**src/timer_pkg.sv**
```systemverilog
// constants shared by the reload/capture timer and its helpers
package timer_pkg;
    localparam int ADDR_W = 3;
    localparam int DATA_W = 8;
    // register map
    localparam logic [2:0] ADDR_CTRL = 3'h0;
    localparam logic [2:0] ADDR_CLKCFG = 3'h1;
    localparam logic [2:0] ADDR_RELOAD_LO = 3'h2;
    localparam logic [2:0] ADDR_RELOAD_HI = 3'h3;
    localparam logic [2:0] ADDR_COUNT_LO = 3'h4;
    localparam logic [2:0] ADDR_COUNT_HI = 3'h5;
    // control register fields
    localparam int CTRL_HI_FLAG = 7;
    localparam int CTRL_LO_FLAG = 6;
    localparam int CTRL_LOW_IRQ_EN = 5;
    localparam int CTRL_CAPTURE_EN = 4;
    localparam int CTRL_SPLIT = 3;
    localparam int CTRL_RUN = 2;
    localparam int CTRL_EXT_SEL_HI = 1;
    localparam int CTRL_EXT_SEL_LO = 0;
    // clock config register fields
    localparam int CFG_LOW_CLK_SEL = 0;
    localparam int CFG_HIGH_CLK_SEL = 1;
    localparam int CFG_TIMER_IRQ_EN = 2;
    // external clock select codes
    localparam logic [1:0] EXT_DIV12 = 2'h0;
    localparam logic [1:0] EXT_RTC = 2'h1;
    localparam logic [1:0] EXT_RESERVED = 2'h2;
    localparam logic [1:0] EXT_CMP = 2'h3;
    // reset values and counts
    localparam logic [7:0] BYTE_RESET = 8'h00;
    localparam logic [7:0] BYTE_ALL_ONES = 8'hff;
    localparam logic [1:0] EXT_SEL_RESET = 2'h0;
    localparam logic [3:0] DIV12_LAST = 4'hb;
endpackage

```
**src/timer_reload_capture.sv**
```systemverilog
// 16-bit / dual 8-bit auto-reload timer with period capture
//
// Overview of operation
// - counter is 16 bits: low and high bytes, both software readable and writable
// - split bit 3 of control: 0 one 16-bit reload timer, 1 two 8-bit
// - rtc/8 input and comparator output pass a synchroniser before use
// - 16-bit rollover from all ones loads reload value, sets high flag
// - 16-bit mode: timer irq enable requests interrupt on every overflow
// - 16-bit mode: low-byte irq enable adds interrupt on low byte rollover
// - split mode: each byte reloads from its own reload byte on overflow
// - split mode: run bit gates high byte only; low byte always counts
// - per-byte clock select: core clock, else div12, rtc/8, comparator
// - split mode: high rollover sets high flag, low rollover sets low flag
// - split mode: irq on high overflow, also low when low-byte irq enabled
// - flags cleared only by software; software reads both to find source
// - capture-enable bit selects capture mode; clearing restores reload mode
// - capture event on comparator rise if select bit 1, else rtc/8 tick
// - capture copies counter into reload bytes and sets high flag
// - capture mode counts core clock or div12 per low-byte clock select
// - low flag set on every low byte rollover in every mode
//
// Design decisions made here: the placing of the registers and strobed register access.
`timescale 1ns/1ns
module timer_reload_capture
    import timer_pkg::*;
(
    // clock, reset, enable
    input wire logic core_clk,
    input wire logic arst_n,
    input wire logic clkEn,
    // register port
    input wire logic [ADDR_W-1:0] regAddr,
    input wire logic [DATA_W-1:0] regWdata,
    input wire logic regWr,
    input wire logic regRd,
    output logic [DATA_W-1:0] regRdata,
    // counting sources from outside the core clock
    input wire logic rtcDiv8In,
    input wire logic cmpOutIn,
    // interrupt request to the cpu
    output logic timerIrq
);
    // software-visible state
    logic [7:0] countLowHalf_ff, countHighHalf_ff, reloadLowByte_ff, reloadHighByte_ff;
    logic highOverflowFlag_ff, lowOverflowFlag_ff, lowByteIrqEnable_ff, captureEnable_ff;
    logic splitModeSelect_ff, highHalfRun_ff, lowHalfClockSelect_ff, highHalfClockSelect_ff;
    logic timerIrqEnable_ff;
    logic [1:0] externalClockSelect_ff;

    // next values
    logic [7:0] nxt_countLowHalf, nxt_countHighHalf, nxt_reloadLowByte, nxt_reloadHighByte, nxt_regRdata;
    logic nxt_highOverflowFlag, nxt_lowOverflowFlag;

    // tick sources
    logic rtcSync, cmpSync, rtcPrev_ff, cmpPrev_ff, rtcTick, cmpTick, div12Tick;

    // counting decisions
    logic lowSrcTick, highSrcTick, mode16, lowAdvance, lowWrap, highAdvance, highWrap, captureEvent;

    // bus decode
    logic wrCtrl, wrCfg, wrReloadLo, wrReloadHi, wrCountLo, wrCountHi, anyWr;

    // picks the tick for one byte from its own select and the shared code
    function automatic logic pick_tick(input logic useCore, input logic [1:0] extSel,
                                       input logic d12, input logic rtc, input logic cmp);
        logic t;
        t = 1'b0;
        if (useCore) begin
            t = 1'b1;
        end else begin
            unique case (extSel)
                EXT_DIV12: t = d12;
                EXT_RTC: t = rtc;
                EXT_CMP: t = cmp;
                EXT_RESERVED: t = 1'b0;
            endcase
        end
        return t;
    endfunction

    // address match for a write
    function automatic logic hit(input logic [ADDR_W-1:0] a, input logic [ADDR_W-1:0] target);
        return a == target;
    endfunction

    // clock sources
    sync_2ff rtcSyncer (
        .core_clk(core_clk),
        .arst_n(arst_n),
        .clkEn(clkEn),
        .asyncIn(rtcDiv8In),
        .syncOut(rtcSync)
    );

    sync_2ff cmpSyncer (
        .core_clk(core_clk),
        .arst_n(arst_n),
        .clkEn(clkEn),
        .asyncIn(cmpOutIn),
        .syncOut(cmpSync)
    );

    prescale_div12 div12Gen (
        .core_clk(core_clk),
        .arst_n(arst_n),
        .clkEn(clkEn),
        .tick(div12Tick)
    );

    // rising edges taken from the synchronised levels only
    always_ff @(posedge core_clk or negedge arst_n) begin
        if (!arst_n) begin
            rtcPrev_ff <= 1'b0;
            cmpPrev_ff <= 1'b0;
        end else if (clkEn) begin
            rtcPrev_ff <= rtcSync;
            cmpPrev_ff <= cmpSync;
        end
    end

    assign rtcTick = rtcSync & ~rtcPrev_ff;
    assign cmpTick = cmpSync & ~cmpPrev_ff;

    // bus decode
    assign wrCtrl = regWr & hit(regAddr, ADDR_CTRL);
    assign wrCfg = regWr & hit(regAddr, ADDR_CLKCFG);
    assign wrReloadLo = regWr & hit(regAddr, ADDR_RELOAD_LO);
    assign wrReloadHi = regWr & hit(regAddr, ADDR_RELOAD_HI);
    assign wrCountLo = regWr & hit(regAddr, ADDR_COUNT_LO);
    assign wrCountHi = regWr & hit(regAddr, ADDR_COUNT_HI);
    assign anyWr = regWr;

    // counting decisions
    assign lowSrcTick = pick_tick(lowHalfClockSelect_ff, externalClockSelect_ff,
                                  div12Tick, rtcTick, cmpTick);
    assign highSrcTick = pick_tick(highHalfClockSelect_ff, externalClockSelect_ff,
                                   div12Tick, rtcTick, cmpTick);
    // capture mode always uses the chained 16-bit counter
    assign mode16 = ~splitModeSelect_ff | captureEnable_ff;

    always_comb begin
        if (captureEnable_ff) begin
            lowAdvance = highHalfRun_ff & (lowHalfClockSelect_ff | div12Tick);
        end else if (splitModeSelect_ff) begin
            lowAdvance = lowSrcTick;
        end else begin
            lowAdvance = highHalfRun_ff & lowSrcTick;
        end
    end

    assign lowWrap = lowAdvance & (countLowHalf_ff == BYTE_ALL_ONES);
    assign highAdvance = mode16 ? lowWrap : (highHalfRun_ff & highSrcTick);
    assign highWrap = highAdvance & (countHighHalf_ff == BYTE_ALL_ONES);
    assign captureEvent = captureEnable_ff &
                          (externalClockSelect_ff[1] ? cmpTick : rtcTick);

    // counter bytes; a software write beats counting in the same cycle
    always_comb begin
        nxt_countLowHalf = countLowHalf_ff;
        if (wrCountLo) begin
            nxt_countLowHalf = regWdata;
        end else if (lowAdvance) begin
            if (!captureEnable_ff && (splitModeSelect_ff ? lowWrap : highWrap)) begin
                nxt_countLowHalf = reloadLowByte_ff;
            end else begin
                nxt_countLowHalf = 8'(countLowHalf_ff + 8'h01);
            end
        end
    end

    always_comb begin
        nxt_countHighHalf = countHighHalf_ff;
        if (wrCountHi) begin
            nxt_countHighHalf = regWdata;
        end else if (highAdvance) begin
            if (!captureEnable_ff && highWrap) begin
                nxt_countHighHalf = reloadHighByte_ff;
            end else begin
                nxt_countHighHalf = 8'(countHighHalf_ff + 8'h01);
            end
        end
    end

    always_ff @(posedge core_clk or negedge arst_n) begin
        if (!arst_n) begin
            countLowHalf_ff <= BYTE_RESET;
            countHighHalf_ff <= BYTE_RESET;
        end else if (clkEn) begin
            countLowHalf_ff <= nxt_countLowHalf;
            countHighHalf_ff <= nxt_countHighHalf;
        end
    end

    // reload bytes; a capture beats a software write in the same cycle
    always_comb begin
        nxt_reloadLowByte = wrReloadLo ? regWdata : reloadLowByte_ff;
        nxt_reloadHighByte = wrReloadHi ? regWdata : reloadHighByte_ff;
        if (captureEvent) begin
            nxt_reloadLowByte = countLowHalf_ff;
            nxt_reloadHighByte = countHighHalf_ff;
        end
    end

    always_ff @(posedge core_clk or negedge arst_n) begin
        if (!arst_n) begin
            reloadLowByte_ff <= BYTE_RESET;
            reloadHighByte_ff <= BYTE_RESET;
        end else if (clkEn) begin
            reloadLowByte_ff <= nxt_reloadLowByte;
            reloadHighByte_ff <= nxt_reloadHighByte;
        end
    end

    // sticky flags: hardware set wins over a software clear
    always_comb begin
        nxt_highOverflowFlag = wrCtrl ? regWdata[CTRL_HI_FLAG] : highOverflowFlag_ff;
        nxt_lowOverflowFlag = wrCtrl ? regWdata[CTRL_LO_FLAG] : lowOverflowFlag_ff;
        if ((highWrap && !captureEnable_ff) || captureEvent) begin
            nxt_highOverflowFlag = 1'b1;
        end
        if (lowWrap) begin
            nxt_lowOverflowFlag = 1'b1;
        end
    end

    always_ff @(posedge core_clk or negedge arst_n) begin
        if (!arst_n) begin
            highOverflowFlag_ff <= 1'b0;
            lowOverflowFlag_ff <= 1'b0;
        end else if (clkEn) begin
            highOverflowFlag_ff <= nxt_highOverflowFlag;
            lowOverflowFlag_ff <= nxt_lowOverflowFlag;
        end
    end

    // control and clock configuration bits
    always_ff @(posedge core_clk or negedge arst_n) begin
        if (!arst_n) begin
            lowByteIrqEnable_ff <= 1'b0;
            captureEnable_ff <= 1'b0;
            splitModeSelect_ff <= 1'b0;
            highHalfRun_ff <= 1'b0;
            externalClockSelect_ff <= EXT_SEL_RESET;
        end else if (clkEn && wrCtrl) begin
            lowByteIrqEnable_ff <= regWdata[CTRL_LOW_IRQ_EN];
            captureEnable_ff <= regWdata[CTRL_CAPTURE_EN];
            splitModeSelect_ff <= regWdata[CTRL_SPLIT];
            highHalfRun_ff <= regWdata[CTRL_RUN];
            externalClockSelect_ff <= regWdata[CTRL_EXT_SEL_HI:CTRL_EXT_SEL_LO];
        end
    end

    always_ff @(posedge core_clk or negedge arst_n) begin
        if (!arst_n) begin
            lowHalfClockSelect_ff <= 1'b0;
            highHalfClockSelect_ff <= 1'b0;
            timerIrqEnable_ff <= 1'b0;
        end else if (clkEn && wrCfg) begin
            lowHalfClockSelect_ff <= regWdata[CFG_LOW_CLK_SEL];
            highHalfClockSelect_ff <= regWdata[CFG_HIGH_CLK_SEL];
            timerIrqEnable_ff <= regWdata[CFG_TIMER_IRQ_EN];
        end
    end

    // interrupt: one cycle behind the flags, so it stays a clean flop output
    always_ff @(posedge core_clk or negedge arst_n) begin
        if (!arst_n) begin
            timerIrq <= 1'b0;
        end else if (clkEn) begin
            timerIrq <= timerIrqEnable_ff &
                        (highOverflowFlag_ff | (lowByteIrqEnable_ff & lowOverflowFlag_ff));
        end
    end

    // read data stand only in the cycle after the strobe
    always_comb begin
        nxt_regRdata = BYTE_RESET;
        if (regRd) begin
            unique case (regAddr)
                ADDR_CTRL: nxt_regRdata = {highOverflowFlag_ff, lowOverflowFlag_ff,
                                           lowByteIrqEnable_ff, captureEnable_ff,
                                           splitModeSelect_ff, highHalfRun_ff,
                                           externalClockSelect_ff};
                ADDR_CLKCFG: nxt_regRdata = {5'h00, timerIrqEnable_ff,
                                             highHalfClockSelect_ff, lowHalfClockSelect_ff};
                ADDR_RELOAD_LO: nxt_regRdata = reloadLowByte_ff;
                ADDR_RELOAD_HI: nxt_regRdata = reloadHighByte_ff;
                ADDR_COUNT_LO: nxt_regRdata = countLowHalf_ff;
                ADDR_COUNT_HI: nxt_regRdata = countHighHalf_ff;
                default: nxt_regRdata = BYTE_RESET;
            endcase
        end
    end

    always_ff @(posedge core_clk or negedge arst_n) begin
        if (!arst_n) begin
            regRdata <= BYTE_RESET;
        end else if (clkEn) begin
            regRdata <= nxt_regRdata;
        end
    end
endmodule

```
**src/sync_2ff.sv**
```systemverilog
// two-stage synchroniser for a level from another clock domain
`timescale 1ns/1ns
module sync_2ff
    import timer_pkg::*;
(
    // clock and reset
    input wire logic core_clk,
    input wire logic arst_n,
    input wire logic clkEn,
    // level in and out
    input wire logic asyncIn,
    output logic syncOut
);
    logic meta_ff;

    // first stage feeds only the second stage
    always_ff @(posedge core_clk or negedge arst_n) begin
        if (!arst_n) begin
            meta_ff <= 1'b0;
            syncOut <= 1'b0;
        end else if (clkEn) begin
            meta_ff <= asyncIn;
            syncOut <= meta_ff;
        end
    end
endmodule

```
**src/prescale_div12.sv**
```systemverilog
// core clock divided by twelve, as a one-cycle tick
`timescale 1ns/1ns
module prescale_div12
    import timer_pkg::*;
(
    // clock and reset
    input wire logic core_clk,
    input wire logic arst_n,
    input wire logic clkEn,
    // tick out
    output logic tick
);
    logic [3:0] div_ff;

    always_ff @(posedge core_clk or negedge arst_n) begin
        if (!arst_n) begin
            div_ff <= 4'h0;
            tick <= 1'b0;
        end else if (clkEn) begin
            div_ff <= (div_ff == DIV12_LAST) ? 4'h0 : 4'(div_ff + 4'h1);
            tick <= (div_ff == DIV12_LAST);
        end
    end
endmodule

```
**config.mk**
```make
export PLATFORM = sky130hd
export DESIGN_NAME = timer_reload_capture
export DESIGN_NICKNAME = d
export VERILOG_FILES = /design/src/timer_pkg.sv /design/src/timer_reload_capture.sv /design/src/sync_2ff.sv /design/src/prescale_div12.sv
export SDC_FILE = /design/constraint.sdc
export NUM_CORES = 1
export LEC_CHECK = 0
export ABC_AREA = 1
export BUFFER_PORTS_ARGS = -buffer_cell sky130_fd_sc_hd__buf_2
export CORE_MARGIN = 5
export CORE_UTILIZATION = 40
export DETAILED_ROUTE_END_ITERATION = 10
export PLACE_DENSITY = 0.6
export SYNTH_ARGS = -nofsm -noshare
export SYNTH_HDL_FRONTEND = slang
export SYNTH_SLANG_ARGS = --single-unit
```
**constraint.sdc**
```tcl
create_clock -name core_clk -period 2.4 [get_ports core_clk]
set_input_delay 0.12 -clock core_clk [delete_from_list [all_inputs] [get_ports core_clk]]
set_output_delay 0.12 -clock core_clk [all_outputs]
set_load 0.02 [all_outputs]
```
Yosys cells after proc, flatten, opt, wreduce, memory -nomap -nowiden --
Cells that the tools add are included.
Word-level totals: register bits after elaboration 63, bits of input ports 18, output and inout bits 9, word-level logic and storage cells 105
Operators by class: add/sub/neg operators 3, equality and inequality tests 11, multiplexer cells 25, bitwise operators 22, reduce and logical (&&, ||, !) cells 20
Operators by type and width (number):
- $mux W8 | 11
- $pmux W8 S6 | 1
- $add A8 B1 Y8 const B | 2
- $and A1 B1 Y1 | 16
- $eq A8 B8 Y1 const B | 2
- $reduce_and A2 Y1 | 6
- $reduce_bool A2 Y1 | 6
- $mux W1 | 11
- $eq A3 B2 Y1 const B | 2
- $eq A3 B3 Y1 const B | 2
- $add A4 B1 Y4 const B | 1
- $eq A2 B2 Y1 const B | 2
- $eq A4 B4 Y1 const B | 1
- $logic_and A1 B1 Y1 | 4
- $mux W4 | 1
- $pmux W1 S4 | 1
- $eq A3 B1 Y1 const B | 1
- $logic_not A3 Y1 | 1
- $not A1 Y1 | 3
- $or A1 B1 Y1 | 3
- $eq A2 B1 Y1 const B | 1
- $logic_not A2 Y1 | 1
- $logic_not A1 Y1 | 1
- $logic_or A1 B1 Y1 | 1

Longest topological paths before layout --
Gate-level depths: netlist (run 1).
depth in word-level cells 15, mapped depth 15, depth with buffers taken out 15

Modules after synthesis --
Synthesis (run 1) repeated with hierarchy kept, for this count alone.
Unflattened totals: cell total of the unflattened synthesis 470, area total of the unflattened synthesis 3534.6 µm²
Modules (own cells, without submodules):
- timer_reload_capture | times used 1, cells each 426, area each 3150.5 µm², sequential area each 1351.3 µm²
- prescale_div12 | times used 1, cells each 26, area each 231.5 µm², sequential area each 125.1 µm²
- sync_2ff | times used 2, cells each 9, area each 76.3 µm², sequential area each 50.0 µm²

Worst setup path after synthesis (run 1) --
OpenSTA, ideal clock, no wires.
path type reg-to-reg, start register countLowHalf_ff[0], end register countHighHalf_ff[7], setup time 120 ps, arrival time 1604 ps, data required time 2280 ps, path slack 675 ps, cell stages (with the launch flop) 14, path buffers 1, clock period less this slack 1725 ps, cells stage by stage dfrtp_1 -> ha_1 -> nand3_2 -> nor2_2 -> nand2_2 -> nor3_4 -> nand3_2 -> nand2_2 -> nand2_4 -> buf_6 -> nand2_1 -> o21ai_1 -> o21ai_1 -> nand2_1
On the way: word-level cells in the longest chain between the ends 8, elaborated cells on any way between the ends 10, those cells by class eq/ne: 1; mux: 4; bitwise: 2; reduce/logical: 3
RTL lines:
- start, declared | RTL line timer_reload_capture.sv:44 | logic [7:0] countLowHalf_ff, countHighHalf_ff, reloadLowByte_ff, reloadHighByte_ff;
- start signal, assigned | RTL line timer_reload_capture.sv:189 | countLowHalf_ff <= nxt_countLowHalf;
- $eq A8 B8 Y1 (*) | RTL line timer_reload_capture.sv:151 | assign lowWrap = lowAdvance & (countLowHalf_ff == BYTE_ALL_ONES);
- $and A1 B1 Y1 (*) | RTL line timer_reload_capture.sv:151
- $mux W1 (*) | RTL line timer_reload_capture.sv:152 | assign highAdvance = mode16 ? lowWrap : (highHalfRun_ff & highSrcTick);
- $and A1 B1 Y1 | RTL line timer_reload_capture.sv:153 | assign highWrap = highAdvance & (countHighHalf_ff == BYTE_ALL_ONES);
- $logic_and A1 B1 Y1 | RTL line timer_reload_capture.sv:176 | if (!captureEnable_ff && highWrap) begin
- $mux W8 | RTL line timer_reload_capture.sv:176
- $mux W8 | RTL line timer_reload_capture.sv:175 | end else if (highAdvance) begin
- $mux W8 | RTL line timer_reload_capture.sv:173 | if (wrCountHi) begin
- end signal, assigned | RTL line timer_reload_capture.sv:190 | countHighHalf_ff <= nxt_countHighHalf;
- end, declared | RTL line timer_reload_capture.sv:44
Every way passes the cells marked *; elsewhere a longest branch is shown, timed or not. The select of a mux whose other input is x is not followed. A chain may end at the register's enable or synchronous reset.

Worst setup path in the final report (run 1) --
start register countLowHalf_ff[1], end register countLowHalf_ff[5]
On the way: word-level cells in the longest chain between the ends 9, elaborated cells on any way between the ends 10, those cells by class add/sub: 1; eq/ne: 1; mux: 5; bitwise: 2; reduce/logical: 1
RTL lines:
- $eq A8 B8 Y1 | RTL line timer_reload_capture.sv:151
- $and A1 B1 Y1 | RTL line timer_reload_capture.sv:151
- $mux W1 | RTL line timer_reload_capture.sv:152
- $and A1 B1 Y1 | RTL line timer_reload_capture.sv:153
- $mux W1 | RTL line timer_reload_capture.sv:163 | if (!captureEnable_ff && (splitModeSelect_ff ? lowWrap : highWrap)) begin
- $logic_and A1 B1 Y1 | RTL line timer_reload_capture.sv:163
- $mux W8 (*) | RTL line timer_reload_capture.sv:163
- $mux W8 (*) | RTL line timer_reload_capture.sv:162 | end else if (lowAdvance) begin
- $mux W8 (*) | RTL line timer_reload_capture.sv:160 | if (wrCountLo) begin
Marked as above.

==> flow_summary_export.csv, run 1 <==
group,metric,value,unit
outcome,outcome,"finished clean",
drt,dr.pass1.iters,5,
drt,vias,3378,
layout,fin_area,0.00405,mm^2
drt,avgViaCountPerCell,5.47,
clocking,postCtsSetupRepairBufs,0,
timing,report.final.setup_viol,0,
logic_synthesis,netlist_area,0.00356,mm^2
setup_path,cp-start-kind,"flip-flop",
floorplan,std_cell_rows,34,
drt,drtIter0Drc,288,
floorplan,dieArea,0.0109,mm^2
logic_synthesis,yosysTopAreaCell,"dfrtp_1",
global_routing,track_usage,19.2,%
hold_path,min_to,"externalClockSelect_ff[0]",
logic_synthesis,synth_edf_count,0,
drt,wl_per_cell,16.5,um
place,dp_hpwl,7.49,mm
clocking,cts_inserted_buffers,9,
layout,area_growth,13.7,%
layout,fillCellCount,875,
setup_path,crit_buf_inv,0,
setup_path,path_delay_family,"simple AND/OR/NAND/NOR gates",
power,leakage,2.00,nW
place,place_congestion,0.893,
logic_synthesis,synth-seq-area-share,44.3,%
clocking,clk_pin_slew,0.07,ns
setup_path,reg2reg_to,"countLowHalf_ff[5]",
logic_synthesis,yosysWarningCount,0,
logic_synthesis,ys_async_sr_fraction,100,%
timing,slew-limit-headroom,26.0,%
setup_path,cpPeakStageDelay,0.42,ns
setup_path,worstSetupEndpointType,"flip-flop",
logic_synthesis,synth_cell_types,34,
timing,tightest_slew,1.10,ns
layout,final_layout_size_suffix_gt1_share,13.5,%
setup_path,critPathArrivalTime,2.41,ns
setup_path,r2r_cells,14,
clocking,cts_root_buf,"clkbuf_8",
power,ir_drop,0.523,mV
setup_path,crit_path_top_delay_cell,"dfrtp_1",
logic_synthesis,synth-seq-cells,63,
drt,ant_nets,0,
floorplan,die_w,104,um
place,portBuffers,26,
power,fin_total_pwr,3.97,mW
setup_path,path_class,"flip-flop to flip-flop",
floorplan,initial_core_util,41.0,%
logic_synthesis,syn_inst,471,
drt,drc_errors,0,
floorplan,io_pins,27,
clocking,clk_path_buf_depth,2,
setup_path,required,2.63,ns
layout,fin_cells,618,
hold_path,hold_class,"input port to flip-flop",
clocking,htreeDepth,3,
floorplan,chipHeight,104,um
layout,fin_nets,526,
hold_path,hold_depth,3,
clocking,clk_latency,0.34,ns
setup_path,crit_fanout,15,
timing,fmax,459,MHz
logic_synthesis,synth_nets,492,
logic_synthesis,synth_ff_type,"dfrtp_1",
clocking,clock_sink_count,63,
timing,fin_crit,2.18,ns
timing,hold_violations,0,
setup_path,reg2reg_slack,0.22,ns
run,maxCapViolations,0,
setup_path,r2r_start,"countLowHalf_ff[1]",
floorplan,coreArea,0.00868,mm^2
power,powerDensity,982,mW/mm^2
logic_synthesis,syn_avg_cell_area,7.55,um^2
place,place_area,0.00382,mm^2
place,dpl.cell_count,599,
hold_path,worst_hold_startpoint,"regWdata[0]",
timing,rsz0062_at_grt,"false",
timing,final.period_utilization,90.8,%
logic_synthesis,synth_area_leaders,"dfrtp_1 (44%), nand2_1 (12%), o21ai_0 (7.9%)",
logic_synthesis,synth_top_area_share,44.3,%
logic_synthesis,netlist_top_cells_count,"nand2_1 (118), dfrtp_1 (63), inv_1 (61)",
global_routing,grt_antenna_before_repair,0,
logic_synthesis,yosysMostFrequentCell,"nand2_1",
global_routing,grt-ovfl-total,0,
timing,slew_viol_final,0,
global_routing,grt_pass1_wl,16.6,mm
clocking,cts_tree,"done",
global_routing,grt_pass1_vias,3254,
setup_path,timing.critical_path.cells,"ha_1, nand3_2, nor2_2, nand2_2, nor3_4, nand3_2, nand2_2, nand2_4, nand2_4, nand2_2, nand2_1, nand3_1, nand2_1, nand2_1",
timing,finalSetupTns,0,ns
layout,antennaDiodeCount,0,
global_routing,grt_start_max_net_pins,35,
drt,route.final.wire_length,10.2,mm
timing,clock-skew-final,0.0115,ns
-- worst register-to-register path, stage by stage, from the launching register on --
cell and delay (ns):
dfrtp_1 0.42, ha_1 0.22, nand3_2 0.11, nor2_2 0.11, nand2_2 0.08, nor3_4 0.18
nand3_2 0.11, nand2_2 0.13, nand2_4 0.16, nand2_4 0.17, nand2_2 0.11, nand2_1 0.09
nand3_1 0.07, nand2_1 0.08, nand2_1 0.05
-- through the flow --
stage | hold slack (ns) | utilization [%] | setup WS (ns)
floorplan | -0.176 | - | 0.675
global placement | 0.210 | 44.1 | 0.234
detailed placement | 0.223 | 44.1 | 0.242
CTS | 0.0537 | 46.6 | 0.225
global route | 0.0908 | 46.6 | 0.00119
finish | 0.0730 | 46.6 | 0.220
-- kinds of logic after synthesis --
family,count (synthesis),share of synthesized area (%)
AND/OR/NAND/NOR,192,23.5
AO/OA/AOI/OAI,122,19.5
adder cells (fa/ha/maj),3,1.06
buffers and inverters,79,8.65
flip-flops,63,44.3
XOR/XNOR,12,2.95
-- repair_timing --
item	in CTS	in global routing
hold buffers	3	0
hold endpoints to repair	31	0
endpoints found under the setup margin	0	0
gates resized for setup	0	0
-- where the power goes --
| part | switching [mW] | internal, mW | leakage (nW) |
|---|---|---|---|
| Clock | 0.412 | 0.508 | 0.0936 |
| Sequential | 0.271 | 1.40 | 0.784 |
| Combinational | 0.886 | 0.490 | 1.12 |
| Total | 1.57 | 2.40 | 2.00 |
-- how the worst max path moves through the flow --
stage	start	endpoint	cells after the start
6_report	countLowHalf_ff[1]	countLowHalf_ff[5]	14
5_1_grt	countLowHalf_ff[1]	countLowHalf_ff[7]	14
4_1_cts	countLowHalf_ff[1]	countLowHalf_ff[5]	14
3_5_place_dp	countLowHalf_ff[1]	countLowHalf_ff[5]	14
3_3_place_gp	countLowHalf_ff[1]	countLowHalf_ff[1]	14
2_1_floorplan	countLowHalf_ff[0]	countHighHalf_ff[7]	13
-- cell usage in the layout, fill, tap and decap left out, drive strengths merged, types with 4 or more instances in the layout --
cell and instances:
clkbuf 13, nand2 123, a211oi 4, nor2 27
buf 32, dfrtp 63, xor2 10, inv 66
nor3 11, a21oi 21, nand3 27, o22ai 19
o21ai 70
-- final cells by class --
| type | instances | area, um^2 | share of cell area (%) |
|---|---|---|---|
| clock buffers | 13 | 149 | 3.68 |
| clock inverters | 3 | 42.5 | 1.05 |
| inverters | 67 | 251 | 6.22 |
| multi-input cells | 329 | 1670 | 41.4 |
| flip-flops and latches | 63 | 1580 | 39.0 |
| well taps | 108 | 135 | 3.34 |
| repair buffers | 35 | 218 | 5.38 |
-- sequential cells by signal (all words and copies together) (netlist names) --
| name | count |
|---|---|
| cmpSyncer.syncOut | 1 |
| lowOverflowFlag_ff | 1 |
| externalClockSelect_ff | 2 |
| regRdata | 8 |
| rtcSyncer.meta_ff | 1 |
| splitModeSelect_ff | 1 |
| countHighHalf_ff | 8 |
| cmpSyncer.meta_ff | 1 |
| highHalfClockSelect_ff | 1 |
| timerIrqEnable_ff | 1 |
| lowByteIrqEnable_ff | 1 |
| highHalfRun_ff | 1 |
| captureEnable_ff | 1 |
| timerIrq | 1 |
| rtcSyncer.syncOut | 1 |
| reloadLowByte_ff | 8 |
| countLowHalf_ff | 8 |
| reloadHighByte_ff | 8 |
| div12Gen.div_ff | 4 |
| lowHalfClockSelect_ff | 1 |
| rtcPrev_ff | 1 |
| highOverflowFlag_ff | 1 |
| div12Gen.tick | 1 |
| cmpPrev_ff | 1 |
-- layer usage --
metal | routed length, um | global-route usage, %
met5 | 0 | 0
met4 | 265 | 7.22
met3 | 727 | 4.28
met2 | 4760 | 30.4
met1 | 4430 | 25.8
No activity file was read; power rests on OpenSTA's default activity.
==> run 2, diff against run 1 <==
--- a/config.mk
+++ b/config.mk
@@ -9,2 +9,3 @@
 export BUFFER_PORTS_ARGS = -buffer_cell sky130_fd_sc_hd__buf_2
+export CORE_ASPECT_RATIO = 0.6
 export CORE_MARGIN = 5
--- a/constraint.sdc
+++ b/constraint.sdc
@@ -3,2 +3,2 @@
 set_output_delay 0.12 -clock core_clk [all_outputs]
-set_load 0.02 [all_outputs]
+set_load 0.005 [all_outputs]
==> run 2 against run 1 <==
Net effect:
- the run now ends with hold timing left
- via count up 0.44%
- combinational power hardly changed
- fmax rose by 2.6%
- clock skew shrank 0.0053 ns
- setup slack improved by 0.056 ns
- power up 11%
- cell area increased by 2.2%
- critical path depth decreased by 2
- sequential cell count unchanged
- wire length rose by 3.2%
- register-to-register slack better by 0.06 ns
- sequential share of layout area is 0.85 points lower
- critical path type unchanged
==> flow_summary_export.csv, run 2 (synthesis results as in run 1) <==
group,metric,value,unit
power,leakage,2.04,nW
floorplan,std_cell_rows,26,
setup_path,required,2.62,ns
clocking,cts_inserted_buffers,9,
layout,antennaDiodeCount,0,
setup_path,timing.critical_path.cells,"ha_1, nand2_1, nor3_2, nand3_1, nor2_2, nand2_4, nand2_4, nand2_2, nand2_1, nand3_1, nand2_1, nand2_1",
setup_path,reg2reg_slack,0.28,ns
floorplan,dieArea,0.0109,mm^2
clocking,clk_path_buf_depth,2,
setup_path,worstSetupEndpointType,"flip-flop",
drt,wl_per_cell,16.9,um
setup_path,r2r_cells,12,
setup_path,crit_fanout,15,
layout,final_layout_size_suffix_gt1_share,14.1,%
power,power_frac_clock,29.9,%
timing,fmax,471,MHz
layout,area_growth,16.3,%
drt,drc_errors,0,
layout,fin_nets,525,
place,dp_hpwl,7.91,mm
setup_path,startpoint,"countHighHalf_ff[1]",
power,p_int,2.72,mW
setup_path,cp-start-kind,"flip-flop",
drt,vias,3393,
setup_path,crit_path_top_delay_cell,"dfrtp_1",
power,switching_power,1.66,mW
global_routing,track_usage,20.0,%
setup_path,r2r_start,"countHighHalf_ff[1]",
timing,whs,-0.0193,ns
power,p_sw_share,37.9,%
timing,tightest_slew,1.01,ns
setup_path,cpPeakStageDelay,0.40,ns
timing,finalSetupTns,0,ns
global_routing,grt_start_max_net_pins,64,
run,maxCapViolations,0,
drt,route.final.wire_length,10.5,mm
floorplan,initial_core_util,41.4,%
global_routing,grt_pass1_vias,3149,
layout,final_cell_mix,"nand2_1 (118), dfrtp_1 (63), inv_1 (61)",
timing,slew-limit-headroom,32.3,%
setup_path,critPathArrivalTime,2.34,ns
floorplan,io_pins,27,
clocking,cts_root_buf,"clkbuf_16",
setup_path,cp_common_cell,"nand2_1",
timing,rsz0062_at_grt,"false",
global_routing,grt_antenna_before_repair,0,
clocking,clock_sink_count,63,
global_routing,grt-ovfl-total,0,
power,p_seq_share,38.7,%
timing,hold_violations,57,
floorplan,coreArea,0.00859,mm^2
place,place_area,0.00382,mm^2
timing,report.final.setup_viol,0,
timing,clock-skew-final,0.00622,ns
timing,final.period_utilization,88.5,%
timing,slew_viol_final,0,
floorplan,die_w,132,um
clocking,cts_resized,0,
timing,fin_crit,2.12,ns
setup_path,path_class,"flip-flop to flip-flop",
layout,fin_area,0.00414,mm^2
drt,avgViaCountPerCell,5.46,
clocking,htreeDepth,3,
place,place_congestion,0.951,
clocking,clk_latency,0.33,ns
drt,drtIter0Drc,427,
clocking,cts_tree,"done",
layout,finalCoreUtilization,48.1,%
hold_path,hold_class,"input port to asynchronous set/reset pin",
floorplan,chipHeight,83.0,um
outcome,violations,"hold timing",
global_routing,grt_pass1_wl,17.3,mm
outcome,outcome,"complete, but fails checks",
clocking,postCtsSetupRepairBufs,0,
drt,dr.pass1.iters,5,
layout,final_common_cell,"nand2_1",
clocking,clk_pin_slew,0.05,ns
place,portBuffers,26,
power,powerDensity,1060,mW/mm^2
drt,ant_nets,0,
power,p_comb_share,31.5,%
power,ir_drop,0.522,mV
setup_path,reg2reg_to,"countLowHalf_ff[5]",
[run 2: cell count changes in the layout (fill, tap and decap cells not counted), sizes merged]
| cell | delta |
|---|---|
| clkinv | +2 |
| dlygate4sd3 | -1 |
| clkbuf | -3 |
| clkinvlp | +1 |
[run 2: what timing repair did]
| action | CTS | global route |
|---|---|---|
| setup endpoints to repair | 0 | 0 |
| endpoints found under the hold margin | 2 | 0 |
| hold buffers | 2 | 0 |
[run 2: final cells by class]
| cell class | instances | area, um^2 |
|---|---|---|
| fill | 871 | 4450 |
| multi-input combinational | 329 | 1670 |
| sequential | 63 | 1580 |
| inverter | 67 | 251 |
| clock buffer | 10 | 239 |
| timing repair buffer | 34 | 195 |
| tap | 112 | 140 |
| clock inverter | 6 | 60.1 |
[run 2: how the worst max path moves through the flow]
stage | endpoint | slack, ns | cells past startpoint
final | countLowHalf_ff[5] | 0.28 | 12
after global routing | countLowHalf_ff[5] | 0.0003 | 10
after CTS | countLowHalf_ff[5] | 0.31 | 14
after detailed placement | countLowHalf_ff[5] | 0.33 | 14
after global placement | countLowHalf_ff[5] | 0.35 | 14
after floorplan | countHighHalf_ff[7] | 0.68 | 13
[run 2: worst max-delay path: cells and delay by family, from the launching register on]
family / cells / cell delay (ns)
adders and majority gates: 1 / 0.22
and+or+nand+nor: 11 / 1.39
DFF: 1 / 0.40
[run 2: layer usage]
layer	track usage, %	vias to the layer above	routed length [um]	share of wire [%]
met4	4.76	0	89	0.85
li1	-	1629	-	-
met2	26.4	156	4060	39
met5	0	-	0	0
met1	32.0	1599	5300	50
met3	4.71	9	1050	10
[run 2: metrics by stage]
stage          setup slack (ns)  total power, mW  hold WS, ns  instances
2_1_floorplan             0.675             2.61       -0.176        471
3_3_place_gp              0.350             3.02        0.321        603
3_5_place_dp              0.330             3.06        0.325        603
4_1_cts                   0.310             4.38      0.00122        621
5_1_grt                0.000310             4.70       0.0563        621
6_report                  0.276             4.39      -0.0193        621
[run 2: power by group through the flow]
stage                     Clock [mW]  Combinational [mW]  Sequential [mW]
after floorplan                    0               0.988             1.62
final                           1.31                1.38             1.70
after global placement             0                1.33             1.70
after detailed placement           0                1.35             1.70
after CTS                       1.33                1.37             1.69
after global routing            1.39                1.57             1.74
